[config.mk]
export PLATFORM = sky130hd
export DESIGN_NAME = pifen_top
export DESIGN_NICKNAME = d
export VERILOG_FILES = /design/src/pkg/pifen_pkg.sv /design/src/core/pifen_flag_cell.sv /design/src/core/pifen_top.sv
export SDC_FILE = /design/constraint.sdc
export NUM_CORES = 1
export LEC_CHECK = 0
export BUFFER_PORTS_ARGS = -buffer_cell sky130_fd_sc_hd__buf_2
export CAP_MARGIN = 20
export CORE_MARGIN = 8
export CORE_UTILIZATION = 25
export DETAILED_ROUTE_END_ITERATION = 6
export HOLD_SLACK_MARGIN = 0.15
export PLACE_DENSITY = 0.47
export RECOVER_POWER = 100
export SYNTH_ARGS = -nofsm -noshare
export SYNTH_HDL_FRONTEND = slang
export SYNTH_SLANG_ARGS = --single-unit
[constraint.sdc]
create_clock -name i_clock -period 2.29 [get_ports i_clock]
set_input_delay 0.229 -clock i_clock [delete_from_list [all_inputs] [get_ports i_clock]]
set_output_delay 0.229 -clock i_clock [all_outputs]
set_load 0.005 [all_outputs]
[src/pkg/pifen_pkg.sv]
// Constants for the peripheral interrupt flag and enable block.
// Assumes a 32-bit classic Wishbone slave with byte addresses.
package pifen_pkg;

  localparam int PIFEN_ADR_W = 8;
  localparam int PIFEN_DAT_W = 32;
  localparam int PIFEN_REG_W = 8;

  // Byte offsets of the word registers.
  localparam logic [7:0] PIFEN_OFS_PWM_EN = 8'h00;
  localparam logic [7:0] PIFEN_OFS_FLAGS1 = 8'h04;
  localparam logic [7:0] PIFEN_OFS_FLAGS1_EN = 8'h08;
  localparam logic [7:0] PIFEN_OFS_CTRL = 8'h0C;
  localparam logic [7:0] PIFEN_OFS_IRQ_STATUS = 8'h10;
  localparam logic [7:0] PIFEN_OFS_IRQ_MASK = 8'h14;

  // pwm_interrupt_enable layout: units one to three sit at bits 4 to 6.
  localparam int PIFEN_PWM_UNITS = 3;
  localparam int PIFEN_PWM_EN_LSB = 4;
  localparam logic [7:0] PIFEN_PWM_EN_IMPL = 8'h70;

  // peripheral_request_flags_one layout.
  localparam int PIFEN_BIT_TIMER_GATE = 7;
  localparam int PIFEN_BIT_CONV_DONE = 6;
  localparam int PIFEN_BIT_SER_RX = 5;
  localparam int PIFEN_BIT_SER_TX = 4;
  localparam int PIFEN_BIT_PERIOD_MATCH = 1;
  localparam int PIFEN_BIT_OVERFLOW = 0;
  localparam logic [7:0] PIFEN_FLAGS1_IMPL = 8'hF3;
  localparam logic [7:0] PIFEN_FLAGS1_WR = 8'hD3;
  localparam logic [7:0] PIFEN_FLAGS1_LEVEL = 8'h20;

  // Control register: bit 0 is the peripheral interrupt enable.
  localparam int PIFEN_BIT_PERIPH_EN = 0;

  // Interrupt status and mask: bits 0 to 2 PWM requests, bit 3 flag request.
  localparam int PIFEN_IRQ_W = 4;
  localparam int PIFEN_IRQ_FLAGS_BIT = 3;
  localparam logic [7:0] PIFEN_IRQ_IMPL = 8'h0F;

  localparam logic [7:0] PIFEN_RST_BYTE = 8'h00;
  localparam logic [31:0] PIFEN_RST_WORD = 32'h0000_0000;

endpackage

[src/core/pifen_flag_cell.sv]
// Bank of flag bits that hardware sets and software writes or clears.
// Assumes set inputs and writes are synchronous to i_clock.
`timescale 1ns/10ps
`default_nettype none

module pifen_flag_cell #(
  parameter int W = 8,
  parameter logic [W-1:0] IMPL = '1,
  parameter logic [W-1:0] WR_MASK = '1,
  parameter logic [W-1:0] LEVEL_MASK = '0,
  parameter bit W1C = 1'b0
) (
  input wire logic i_clock,
  input wire logic i_rstn,
  input wire logic [W-1:0] i_set,
  input wire logic i_wr,
  input wire logic [W-1:0] i_wdata,
  output logic [W-1:0] o_flags
);

  typedef struct packed {
    logic [W-1:0] flags;
  } pifen_cell_t;

  pifen_cell_t q, d;
  logic [W-1:0] kept;

  always_comb begin
    kept = q.flags;
    if (i_wr) begin
      if (W1C) begin
        kept = q.flags & ~i_wdata;
      end else begin
        kept = (q.flags & ~WR_MASK) | (i_wdata & WR_MASK);
      end
    end
    // A set that lands on the clearing write wins, so no event is lost.
    d.flags = ((kept | i_set) & ~LEVEL_MASK) | (i_set & LEVEL_MASK);
    d.flags = d.flags & IMPL;
  end

  always_ff @(posedge i_clock or negedge i_rstn) begin
    if (!i_rstn) begin
      q <= '0;
    end else begin
      q <= d;
    end
  end

  assign o_flags = q.flags;

  a_set_wins: assert property (@(posedge i_clock) disable iff (!i_rstn)
    (i_set & IMPL & ~LEVEL_MASK) != '0 |=> (o_flags & $past(i_set & IMPL)) == $past(i_set & IMPL))
    else $error("Flag set was lost.");
  a_unimpl_low: assert property (@(posedge i_clock) disable iff (!i_rstn)
    (o_flags & ~IMPL) == '0)
    else $error("Unimplemented flag bit is set.");

endmodule

`default_nettype wire

[src/core/pifen_top.sv]
// Peripheral interrupt enable and flag registers with a Wishbone slave.
// Assumes classic Wishbone single cycles and event inputs synchronous to i_clock.
`timescale 1ns/10ps
`default_nettype none

// Summary of operation
// - Third PWM unit request passes only while its enable bit is one.
// - Second PWM unit request passes only while its enable bit is one.
// - First PWM unit request passes only while its enable bit is one.
// - Unimplemented bit positions read zero and ignore writes.
// - Every implemented bit is zero after any reset.
// - A flag reads one while pending and zero otherwise.
// - Bit 7 holds the timer gate flag, readable and writable.
// - Bit 6 holds the conversion done flag, readable and writable.
// - Bit 5 holds the serial receive flag, read only.
// - Bit 4 holds the serial transmit flag, transmitter ready for data.
// - Bit 1 sets on timer period match, readable and writable.
// - Bit 0 sets on timer overflow, readable and writable.
// - Flags set on their event regardless of any enable.
module pifen_top
  import pifen_pkg::*;
#(
  parameter int PWM_UNITS = PIFEN_PWM_UNITS
) (
  input wire logic i_clock,
  input wire logic i_rstn,
  input wire logic i_wb_cyc,
  input wire logic i_wb_stb,
  input wire logic i_wb_we,
  input wire logic [PIFEN_ADR_W-1:0] i_wb_adr,
  input wire logic [3:0] i_wb_sel,
  input wire logic [PIFEN_DAT_W-1:0] i_wb_dat,
  output logic o_wb_ack,
  output logic [PIFEN_DAT_W-1:0] o_wb_dat,
  input wire logic [PWM_UNITS-1:0] i_pwm_flag,
  input wire logic i_evt_timer_gate,
  input wire logic i_evt_conv_done,
  input wire logic i_rx_pending,
  input wire logic i_evt_tx_ready,
  input wire logic i_evt_period_match,
  input wire logic i_evt_overflow,
  output logic [PWM_UNITS-1:0] o_pwm_req,
  output logic o_flags_req,
  output logic o_periph_req,
  output logic o_irq
);

  typedef struct packed {
    logic [PWM_UNITS-1:0] pwm_en;
    logic [PIFEN_REG_W-1:0] flags_en;
    logic periph_en;
    logic [PIFEN_IRQ_W-1:0] irq_mask;
    logic ack;
    logic [PIFEN_DAT_W-1:0] rdat;
    logic [PWM_UNITS-1:0] pwm_req;
    logic flags_req;
    logic periph_req;
    logic irq;
  } pifen_state_t;

  pifen_state_t q, d;

  logic [PIFEN_REG_W-1:0] flags1;
  logic [PIFEN_REG_W-1:0] flags1_set;
  logic [PIFEN_REG_W-1:0] irq_status;
  logic [PIFEN_REG_W-1:0] irq_set;
  logic access;
  logic wr_lane;
  logic wr_flags1;
  logic wr_status;
  logic [PWM_UNITS-1:0] pwm_now;
  logic flags_now;

  // Low byte of the write data, kept only where the mask has bits.
  function automatic logic [PIFEN_REG_W-1:0] lane_bits(
    input logic [PIFEN_DAT_W-1:0] data,
    input logic [PIFEN_REG_W-1:0] mask
  );
    lane_bits = data[PIFEN_REG_W-1:0] & mask;
  endfunction

  // Zero-extends a register byte onto the bus word.
  function automatic logic [PIFEN_DAT_W-1:0] to_word(input logic [PIFEN_REG_W-1:0] b);
    to_word = {{(PIFEN_DAT_W-PIFEN_REG_W){1'b0}}, b};
  endfunction

  // Flags are set by their sources whatever the enables say.
  always_comb begin
    flags1_set = PIFEN_RST_BYTE;
    flags1_set[PIFEN_BIT_TIMER_GATE] = i_evt_timer_gate;
    flags1_set[PIFEN_BIT_CONV_DONE] = i_evt_conv_done;
    flags1_set[PIFEN_BIT_SER_RX] = i_rx_pending;
    flags1_set[PIFEN_BIT_SER_TX] = i_evt_tx_ready;
    flags1_set[PIFEN_BIT_PERIOD_MATCH] = i_evt_period_match;
    flags1_set[PIFEN_BIT_OVERFLOW] = i_evt_overflow;
  end

  // The receive flag is read only and mirrors the receiver, so software cannot
  // drop a byte by clearing it.
  pifen_flag_cell #(
    .W(PIFEN_REG_W),
    .IMPL(PIFEN_FLAGS1_IMPL),
    .WR_MASK(PIFEN_FLAGS1_WR),
    .LEVEL_MASK(PIFEN_FLAGS1_LEVEL),
    .W1C(1'b0)
  ) u_flags1 (
    .i_clock(i_clock),
    .i_rstn(i_rstn),
    .i_set(flags1_set),
    .i_wr(wr_flags1),
    .i_wdata(lane_bits(i_wb_dat, PIFEN_FLAGS1_WR)),
    .o_flags(flags1)
  );

  pifen_flag_cell #(
    .W(PIFEN_REG_W),
    .IMPL(PIFEN_IRQ_IMPL),
    .WR_MASK(PIFEN_IRQ_IMPL),
    .LEVEL_MASK(PIFEN_RST_BYTE),
    .W1C(1'b1)
  ) u_irq_status (
    .i_clock(i_clock),
    .i_rstn(i_rstn),
    .i_set(irq_set),
    .i_wr(wr_status),
    .i_wdata(lane_bits(i_wb_dat, PIFEN_IRQ_IMPL)),
    .o_flags(irq_status)
  );

  always_comb begin
    access = i_wb_cyc && i_wb_stb && !q.ack;
    wr_lane = access && i_wb_we && i_wb_sel[0];
    wr_flags1 = wr_lane && (i_wb_adr == PIFEN_OFS_FLAGS1);
    wr_status = wr_lane && (i_wb_adr == PIFEN_OFS_IRQ_STATUS);
    pwm_now = i_pwm_flag & q.pwm_en & {PWM_UNITS{q.periph_en}};
    flags_now = (|(flags1 & q.flags_en)) && q.periph_en;
    irq_set = PIFEN_RST_BYTE;
    irq_set[PWM_UNITS-1:0] = pwm_now & ~q.pwm_req;
    irq_set[PIFEN_IRQ_FLAGS_BIT] = flags_now && !q.flags_req;
  end

  always_comb begin
    d = q;
    d.ack = access;
    // Writes land on the edge that raises ack, one cycle after the request.
    if (wr_lane) begin
      unique case (i_wb_adr)
        PIFEN_OFS_PWM_EN: begin
          d.pwm_en = i_wb_dat[PIFEN_PWM_EN_LSB +: PWM_UNITS];
        end
        PIFEN_OFS_FLAGS1_EN: begin
          d.flags_en = lane_bits(i_wb_dat, PIFEN_FLAGS1_IMPL);
        end
        PIFEN_OFS_CTRL: begin
          d.periph_en = i_wb_dat[PIFEN_BIT_PERIPH_EN];
        end
        PIFEN_OFS_IRQ_MASK: begin
          d.irq_mask = i_wb_dat[PIFEN_IRQ_W-1:0];
        end
        default: begin
          d.periph_en = q.periph_en;
        end
      endcase
    end
    d.rdat = PIFEN_RST_WORD;
    if (access && !i_wb_we) begin
      unique case (i_wb_adr)
        PIFEN_OFS_PWM_EN: begin
          d.rdat[PIFEN_PWM_EN_LSB +: PWM_UNITS] = q.pwm_en;
        end
        PIFEN_OFS_FLAGS1: begin
          d.rdat = to_word(flags1);
        end
        PIFEN_OFS_FLAGS1_EN: begin
          d.rdat = to_word(q.flags_en);
        end
        PIFEN_OFS_CTRL: begin
          d.rdat[PIFEN_BIT_PERIPH_EN] = q.periph_en;
        end
        PIFEN_OFS_IRQ_STATUS: begin
          d.rdat = to_word(irq_status);
        end
        PIFEN_OFS_IRQ_MASK: begin
          d.rdat[PIFEN_IRQ_W-1:0] = q.irq_mask;
        end
        default: begin
          d.rdat = PIFEN_RST_WORD;
        end
      endcase
    end
    d.pwm_req = pwm_now;
    d.flags_req = flags_now;
    d.periph_req = (|pwm_now) || flags_now;
    d.irq = |(irq_status[PIFEN_IRQ_W-1:0] & q.irq_mask);
  end

  always_ff @(posedge i_clock or negedge i_rstn) begin
    if (!i_rstn) begin
      q <= '0;
    end else begin
      q <= d;
    end
  end

  assign o_wb_ack = q.ack;
  assign o_wb_dat = q.rdat;
  assign o_pwm_req = q.pwm_req;
  assign o_flags_req = q.flags_req;
  assign o_periph_req = q.periph_req;
  assign o_irq = q.irq;

  // Helper terms for the checks below.
  logic read_flags1;
  logic wr_pwm_en;
  logic read_pwm_en;
  assign read_flags1 = access && !i_wb_we && (i_wb_adr == PIFEN_OFS_FLAGS1);
  assign wr_pwm_en = wr_lane && (i_wb_adr == PIFEN_OFS_PWM_EN);
  assign read_pwm_en = access && !i_wb_we && (i_wb_adr == PIFEN_OFS_PWM_EN);

  a_pwm3_gate: assert property (@(posedge i_clock) disable iff (!i_rstn)
    o_pwm_req[2] |-> $past(i_pwm_flag[2] && q.pwm_en[2] && q.periph_en))
    else $error("Third PWM request without flag and enables.");

  a_pwm3_pass: assert property (@(posedge i_clock) disable iff (!i_rstn)
    (i_pwm_flag[2] && q.pwm_en[2] && q.periph_en) |=> o_pwm_req[2])
    else $error("Third PWM request blocked while enabled.");

  a_pwm2_gate: assert property (@(posedge i_clock) disable iff (!i_rstn)
    (i_pwm_flag[1] && !q.pwm_en[1]) |=> !o_pwm_req[1])
    else $error("Second PWM request passed while disabled.");

  a_pwm1_enable: assert property (@(posedge i_clock) disable iff (!i_rstn)
    wr_pwm_en |=> q.pwm_en[0] == $past(i_wb_dat[PIFEN_PWM_EN_LSB]))
    else $error("First PWM enable did not take the written value.");

  a_pwm_pass: assert property (@(posedge i_clock) disable iff (!i_rstn)
    (i_pwm_flag[0] && q.pwm_en[0] && q.periph_en) |=> o_pwm_req[0])
    else $error("First PWM request blocked while enabled.");

  a_unused_zero: assert property (@(posedge i_clock) disable iff (!i_rstn)
    o_wb_ack |-> o_wb_dat[PIFEN_DAT_W-1:PIFEN_REG_W] == '0)
    else $error("Unimplemented read bits are not zero.");

  a_pwm_read_zero: assert property (@(posedge i_clock) disable iff (!i_rstn)
    read_pwm_en |=> (o_wb_dat & ~to_word(PIFEN_PWM_EN_IMPL)) == '0)
    else $error("Unused enable bits read as one.");

  a_reset_clear: assert property (@(posedge i_clock)
    !i_rstn |-> (q.pwm_en == '0 && flags1 == PIFEN_RST_BYTE && !o_irq))
    else $error("State not clear during reset.");

  a_flag_read: assert property (@(posedge i_clock) disable iff (!i_rstn)
    read_flags1 |=> o_wb_ack && o_wb_dat == to_word($past(flags1)))
    else $error("Flag read does not show pending flags.");

  a_conv_quiet: assert property (@(posedge i_clock) disable iff (!i_rstn)
    (!flags1[PIFEN_BIT_CONV_DONE] && !i_evt_conv_done && !wr_flags1) |=>
      !flags1[PIFEN_BIT_CONV_DONE])
    else $error("Conversion flag rose with no event.");

  a_gate_write: assert property (@(posedge i_clock) disable iff (!i_rstn)
    (wr_flags1 && !i_evt_timer_gate) |=>
      flags1[PIFEN_BIT_TIMER_GATE] == $past(i_wb_dat[PIFEN_BIT_TIMER_GATE]))
    else $error("Timer gate flag ignored a write.");

  a_gate_no_enable: assert property (@(posedge i_clock) disable iff (!i_rstn)
    (i_evt_timer_gate && !q.periph_en) |=> flags1[PIFEN_BIT_TIMER_GATE])
    else $error("Timer gate flag waited for an enable.");

  a_conv_set: assert property (@(posedge i_clock) disable iff (!i_rstn)
    i_evt_conv_done |=> flags1[PIFEN_BIT_CONV_DONE])
    else $error("Conversion flag missed its event.");

  a_rx_mirror: assert property (@(posedge i_clock) disable iff (!i_rstn)
    ##1 flags1[PIFEN_BIT_SER_RX] == $past(i_rx_pending))
    else $error("Receive flag does not follow the receiver.");

  a_rx_readonly: assert property (@(posedge i_clock) disable iff (!i_rstn)
    wr_flags1 |=> flags1[PIFEN_BIT_SER_RX] == $past(i_rx_pending))
    else $error("Software write altered the receive flag.");

  a_tx_set: assert property (@(posedge i_clock) disable iff (!i_rstn)
    i_evt_tx_ready |=> flags1[PIFEN_BIT_SER_TX])
    else $error("Transmit flag missed its event.");

  a_period_set: assert property (@(posedge i_clock) disable iff (!i_rstn)
    (i_evt_period_match && !q.periph_en) |=> flags1[PIFEN_BIT_PERIOD_MATCH])
    else $error("Period match flag missed its event.");

  a_overflow_hold: assert property (@(posedge i_clock) disable iff (!i_rstn)
    (flags1[PIFEN_BIT_OVERFLOW] && !wr_flags1) |=> flags1[PIFEN_BIT_OVERFLOW])
    else $error("Overflow flag dropped without a write.");

  a_periph_req: assert property (@(posedge i_clock) disable iff (!i_rstn)
    o_periph_req |-> $past(q.periph_en) && (o_flags_req || (|o_pwm_req)))
    else $error("Core request without peripheral enable.");

  a_flags_gate: assert property (@(posedge i_clock) disable iff (!i_rstn)
    o_flags_req |-> $past(q.periph_en && ((flags1 & q.flags_en) != '0)))
    else $error("Flag request without an enabled pending flag.");

  // Status latches only the rising request, so a held request cannot retrigger after a clear.
  a_pwm_irq_set: assert property (@(posedge i_clock) disable iff (!i_rstn)
    $rose(o_pwm_req[0]) |-> irq_status[0])
    else $error("Rising PWM request did not set its status bit.");

  a_status_w1c: assert property (@(posedge i_clock) disable iff (!i_rstn)
    (wr_status && i_wb_dat[PIFEN_IRQ_FLAGS_BIT] && !irq_set[PIFEN_IRQ_FLAGS_BIT]) |=>
      !irq_status[PIFEN_IRQ_FLAGS_BIT])
    else $error("Writing one did not clear the status bit.");

  a_irq_high: assert property (@(posedge i_clock) disable iff (!i_rstn)
    (irq_status[PIFEN_IRQ_W-1:0] & q.irq_mask) != '0 |=> o_irq)
    else $error("Interrupt low while an unmasked status bit is set.");

  a_irq_level: assert property (@(posedge i_clock) disable iff (!i_rstn)
    ##1 o_irq == $past(|(irq_status[PIFEN_IRQ_W-1:0] & q.irq_mask)))
    else $error("Interrupt output does not track masked status.");

  a_ack_pulse: assert property (@(posedge i_clock) disable iff (!i_rstn)
    o_wb_ack |=> !o_wb_ack)
    else $error("Acknowledge held longer than one cycle.");

  a_ack_answer: assert property (@(posedge i_clock) disable iff (!i_rstn)
    access |=> o_wb_ack)
    else $error("Taken request was not acknowledged in the next cycle.");

  // Read data is held at zero outside an acknowledge, so an OR of slave buses stays clean.
  a_dat_idle: assert property (@(posedge i_clock) disable iff (!i_rstn)
    !o_wb_ack |-> o_wb_dat == '0)
    else $error("Read data not zero outside an acknowledge.");

  c_flag_write: cover property (@(posedge i_clock) disable iff (!i_rstn)
    wr_flags1 ##1 o_wb_ack);
  c_pwm_request: cover property (@(posedge i_clock) disable iff (!i_rstn)
    $rose(o_pwm_req[0]) ##[1:4] o_irq);
  c_set_on_clear: cover property (@(posedge i_clock) disable iff (!i_rstn)
    wr_flags1 && i_evt_overflow);
  c_status_clear: cover property (@(posedge i_clock) disable iff (!i_rstn)
    o_irq && wr_status ##2 !o_irq);
  c_rx_read: cover property (@(posedge i_clock) disable iff (!i_rstn)
    $rose(flags1[PIFEN_BIT_SER_RX]) ##[1:20] read_flags1);

endmodule

`default_nettype wire

; Yosys cells after proc, flatten, opt, wreduce, memory -nomap -nowiden
; Cells that the tools add are included.
[classes]
addsub = 0
multipliers = 0
div = 0
order_cmp = 0
eq_ne = 5
shifts = 0
mux = 7
n_bitwise = 12
reduce_logical = 21
[ops]
columns = op, count
row1 = $eq 8x4->1 const B, 2
row2 = $eq 8x5->1 const B, 2
row3 = $mux 8, 2
row4 = $pmux 3 s4, 1
row5 = $and 3x3->3, 3
row6 = $logic_and 1x1->1, 9
row7 = $pmux 3 s3, 1
row8 = $and 4x4->4, 2
row9 = $and 8x8->8, 1
row10 = $eq 8x3->1 const B, 1
row11 = $logic_not 8->1, 1
row12 = $or 6x8->8, 1
row13 = $or 8x6->8, 1
row14 = $or 8x8->8, 1
row15 = $reduce_and 2->1, 4
row16 = $reduce_or 8->1, 1
row17 = $pmux 1 s5, 1
row18 = $mux 4, 1
row19 = $not 4->4, 1
row20 = $or 4x4->4, 1
row21 = $reduce_or 4->1, 1
row22 = $logic_not 1->1, 3
row23 = $not 3->3, 1
row24 = $reduce_or 3->1, 1
row25 = other kinds (2), 2
[word_totals]
register_bits = 63
latchBits = 0
ramBits = 0
romBits = 0
input_bits = 58
elab_cells = 57
memories = 0

; Depth between registers and ports, before layout
[logic_depth]
word_depth = 8
mapped_depth = 6
depth_no_buf = 5

; Modules after synthesis
; From an unflattened synthesis, not the netlist that was laid out.
[hier_totals]
hier_cells = 212
hier_area_um2 = 2263.4
[modules_own_cells]
columns = mod, instances, cells_each, area_per_inst_um2, seq_area_each_um2
row1 = pifen_top, 1, 175, 1816.7, 725.7
row2 = pifen_flag_cell at u_flags1, 1, 20, 267.8, 150.1
row3 = pifen_flag_cell at u_irq_status, 1, 17, 178.9, 100.1

; Worst setup path before layout
; Ideal clock, no wire load.
[synth_path]
kind = input to register
start = in i_wb_adr[3]
end = reg q[52] (netlist bit)
setup_time_ns = 0.125
arrival_ns = 1.709
setup_slack_ns = 0.457
stages = 4
path_cell_list = buf_6 or4_4 or4_4 mux2_2
[synth_via]
elab_chain_cells = 2
[synth_rtl]
columns = element, line
row1 = from (decl), pifen_top.sv:30  ; input wire logic [PIFEN_ADR_W-1:0] i_wb_adr,
row2 = $logic_not 8->1, pifen_top.sv:147  ; unique case (i_wb_adr)
row3 = $reduce_and 2->1 (no line), n/a
row4 = to (signal assigned), pifen_top.sv:199  ; q <= '0;
row5 = to (signal assigned), pifen_top.sv:201  ; q <= d;
row6 = to (decl), pifen_top.sv:61  ; pifen_state_t q, d;
; No other way between the ends.
; A chain may end at the register's enable or synchronous reset.

; Worst setup path in the final report
[layout_path]
start = reg q (netlist bit o_wb_ack)
end = reg q[39] (netlist bit)
[layout_via]
elab_chain_cells = 5
[layout_rtl]
columns = element, line
row1 = $logic_not 1->1, pifen_top.sv:131  ; access = i_wb_cyc && i_wb_stb && !q.ack;
row2 = $logic_and 1x1->1, pifen_top.sv:131
row3 = $logic_and 1x1->1 (2 in series), pifen_top.sv:132  ; wr_lane = access && i_wb_we && i_wb_sel[0];
row4 = $reduce_and 2->1 (no line), n/a
; No other way between the ends.

==> results.py <==
metrics = {
    "status": {
        "outcome": "finished, final reports clean",
    },
    "routing": {
        "initialDrtViolationCount": 45,
        "viasPerCell": 4.166,
        "wl_per_cell_um": 14.62,
        "routed_wl_um": 4840,
        "drc_errors": 0,
        "vias": 1379,
        "final_antenna_net_count": 0,
        "first_pass_iters": 4,
    },
    "place": {
        "dp_slack_ns": 0.3156,
        "io_buffers": 45,
        "dp.final_hpwl_um": 3854,
        "globalplace.congestion": 0.7551,
    },
    "global_route": {
        "grt_pass1_vias": 1442,
        "antenna_found_initial": 0,
        "grt_max_degree": 40,
        "grt_first_pass_wirelength_um": 7714,
        "grt_remaining_overflow": 0,
        "grt_usage_pct": 8.877,
    },
    "floorplanning": {
        "die_w_um": 105.2,
        "start_util_pct": 25.74,
        "fp.coreArea_um2": 7727,
        "num_rows": 32,
        "io_pins": 97,
        "die_y_um": 105.2,
        "dieArea_um2": 11070,
    },
    "timing": {
        "rsz0062_at_grt": "no",
        "tightest_slew_ns": 0.9668,
        "fin_worst_skew_ns": 0.003804,
        "max_freq_mhz": 533.9,
        "hold_violations": 0,
        "drv_slew": 0,
        "setup_slack_ns": 0.4171,
        "fin_tns_setup_ns": 0,
        "relSlewSlack_pct": 35.55,
        "period_minus_slack_ns": 1.873,
        "setup_viol": 0,
        "final.period_utilization_pct": 81.78,
    },
    "critical_path": {
        "r2r-end": "q[39]$_DFFE_PN0P_",
        "crit_slowest_cell": "dfrtp_1",
        "cp-end-kind": "flop",
        "reg2reg_depth": 4,
        "path_buf_inv": 0,
        "path_max_fanout": 5,
        "reg2reg_from": "o_wb_ack$_DFF_PN0_",
        "required_ns": 2.46,
        "critPathMaxStageDelay_ns": 0.38,
        "startpoint_type": "flop",
        "crit_chain": "nand4b_1, or2_2, nor2_1, mux2_2",
        "cp_top_family": "simple AND/OR/NAND/NOR gates",
        "cp.arrival_ns": 2.05,
        "rrSetupSlack_ns": 0.42,
        "critical_path_class": "flop to flop",
    },
    "logic_synthesis": {
        "synth_warnings": 0,
        "syn-cell-area_um2": 1989,
        "synth.distinct_cells": 31,
        "synthArstFlopShare_pct": 100.0,
        "synth.avg_cell_area_um2": 10.64,
        "synth-edff-count": 0,
        "ys_seq_area_share_pct": 49.06,
        "synth_ff_type": "dfrtp_1",
        "synth-seq-cells": 39,
        "syn_inst": 187,
    },
    "layout": {
        "syn2layout_area_growth_pct": 12.83,
        "drive_gt1_share_pct": 24.45,
        "fillerInstances": 849,
        "final_common_cell": "dfrtp_1",
        "fin_nets": 286,
        "final_cell_mix": "dfrtp_1 (39), buf_2 (28), conb_1 (24), clkbuf_1 (19)",
        "diodes": 0,
    },
    "worst_hold_path": {
        "holdPathStages": 2,
        "worstHoldStart": "i_wb_we",
        "hold_class": "input pin to flop",
        "min_to": "o_wb_dat[2]$_DFF_PN0_",
    },
    "job": {
        "maxCapViolCount": 0,
    },
    "clock_network": {
        "cts_tree": "done",
        "cts_setup_buffers": 0,
        "cts.path.max_buffers": 2,
        "cts_root_buf": "clkbuf_8",
        "cts_made_buffers": 5,
        "clkTransAtPathRegs_ns": 0.07,
        "clk_latency_ns": 0.29,
        "clock_sinks": 39,
        "h-tree-depth": 2,
    },
    "power": {
        "power.density_nw_per_um2": 577.9,
        "vdd_drop_max_mv": 0.1865,
        "p_leak_nw": 1.068,
    },
}
power by group:
part           leakage (nW)  internal (mW)  total [mW]  switching [mW]
clock                0.0515          0.275       0.498           0.224
combinational         0.506         0.0386       0.104          0.0650
sequential            0.510          0.692       0.695         0.00291
final cells by class:
class | instances | area [um^2] | area share, %
Sequential cell | 39 | 975.9 | 43.48
Multi-Input combinational cell | 127 | 782.0 | 34.84
Timing Repair Buffer | 50 | 240.2 | 10.70
Tap cell | 102 | 127.6 | 5.686
Clock buffer | 8 | 100.1 | 4.459
Inverter | 5 | 18.77 | 0.8361
per-stage QoR:
step	instances	util (%)	instance area, um^2	hold WS (ns)	power (mW)
after CTS	331	29.58	2286	0.1690	1.319
after global placement	321	28.03	2166	0.3466	0.8111
final	331	29.05	2245	0.1746	1.297
after floorplan	210	-	2076	-0.06659	0.7834
after detailed placement	321	28.03	2166	0.3470	0.8122
after global routing	331	29.05	2245	0.1818	1.367
routing by layer:
metal | global-route usage, % | wire (um) | share of wire (%) | vias to the layer above
li1 | - | - | - | 677
met1 | 11.84 | 2300 | 48 | 633
met2 | 12.01 | 1973 | 41 | 59
met3 | 3.624 | 461 | 9.5 | 10
met4 | 4.281 | 104 | 2.1 | 0
met5 | 0 | 0 | 0 | -
flip-flops by register name (all words and copies together) (netlist names):
register and cells:
o_pwm_req 3, u_flags1.o_flags 6, u_irq_status.o_flags 4, o_irq 1, q 14, o_flags_req 1
o_wb_dat 8, o_wb_ack 1, o_periph_req 1
worst max-delay path by stage:
stage                             from                end  slack, ns  depth (start not counted)
finish              o_wb_ack$_DFF_PN0_  q[39]$_DFFE_PN0P_       0.42                          4
global route        o_wb_ack$_DFF_PN0_  q[41]$_DFFE_PN0P_       0.28                          4
CTS                 o_wb_ack$_DFF_PN0_  q[39]$_DFFE_PN0P_       0.38                          4
detailed placement         i_wb_adr[3]  q[53]$_DFFE_PN0P_       0.32                          4
global placement           i_wb_adr[3]  q[39]$_DFFE_PN0P_       0.31                          5
floorplan                  i_wb_adr[3]  q[52]$_DFFE_PN0P_       0.46                          4
synth_stat cells, types with 2 or more instances:
| library cell | instances | share of area, % |
|---|---|---|
| mux2i_1 | 6 | 3.0 |
| or4_4 | 2 | 1.1 |
| clkbuf_1 | 3 | 0.57 |
| nor4_1 | 4 | 1.3 |
| or3_1 | 2 | 0.63 |
| nor3_1 | 6 | 1.5 |
| nand3_1 | 7 | 1.8 |
| dfrtp_1 | 39 | 49 |
| buf_4 | 35 | 13 |
| nor2_1 | 16 | 3.0 |
| a21oi_1 | 10 | 2.5 |
| a22oi_1 | 5 | 1.9 |
| nand2_1 | 8 | 1.5 |
| o2bb2ai_1 | 3 | 1.3 |
| nor2b_1 | 2 | 0.63 |
| inv_1 | 5 | 0.94 |
| or2_2 | 2 | 0.63 |
| nand4b_1 | 3 | 1.3 |
| mux2_2 | 16 | 9.1 |
| nand3b_1 | 2 | 0.75 |
repair_timing:
item | in CTS | in global routing
gates resized for setup | 0 | 0
hold buffers | 2 | 0
endpoints found under the hold margin | 40 | 0
endpoints found under the setup margin | 0 | 0
kinds of logic (layout without fill, tap and decap cells):
family	Yosys count	after routing	synth area share, %
flops	39	39	49.06
other cells	1	24	0.1885
buf+inv	44	63	15.28
mux	22	22	12.08
simple gates	58	58	15.85
compound gates	23	23	7.548
No activity file was read; power rests on OpenSTA's default activity.
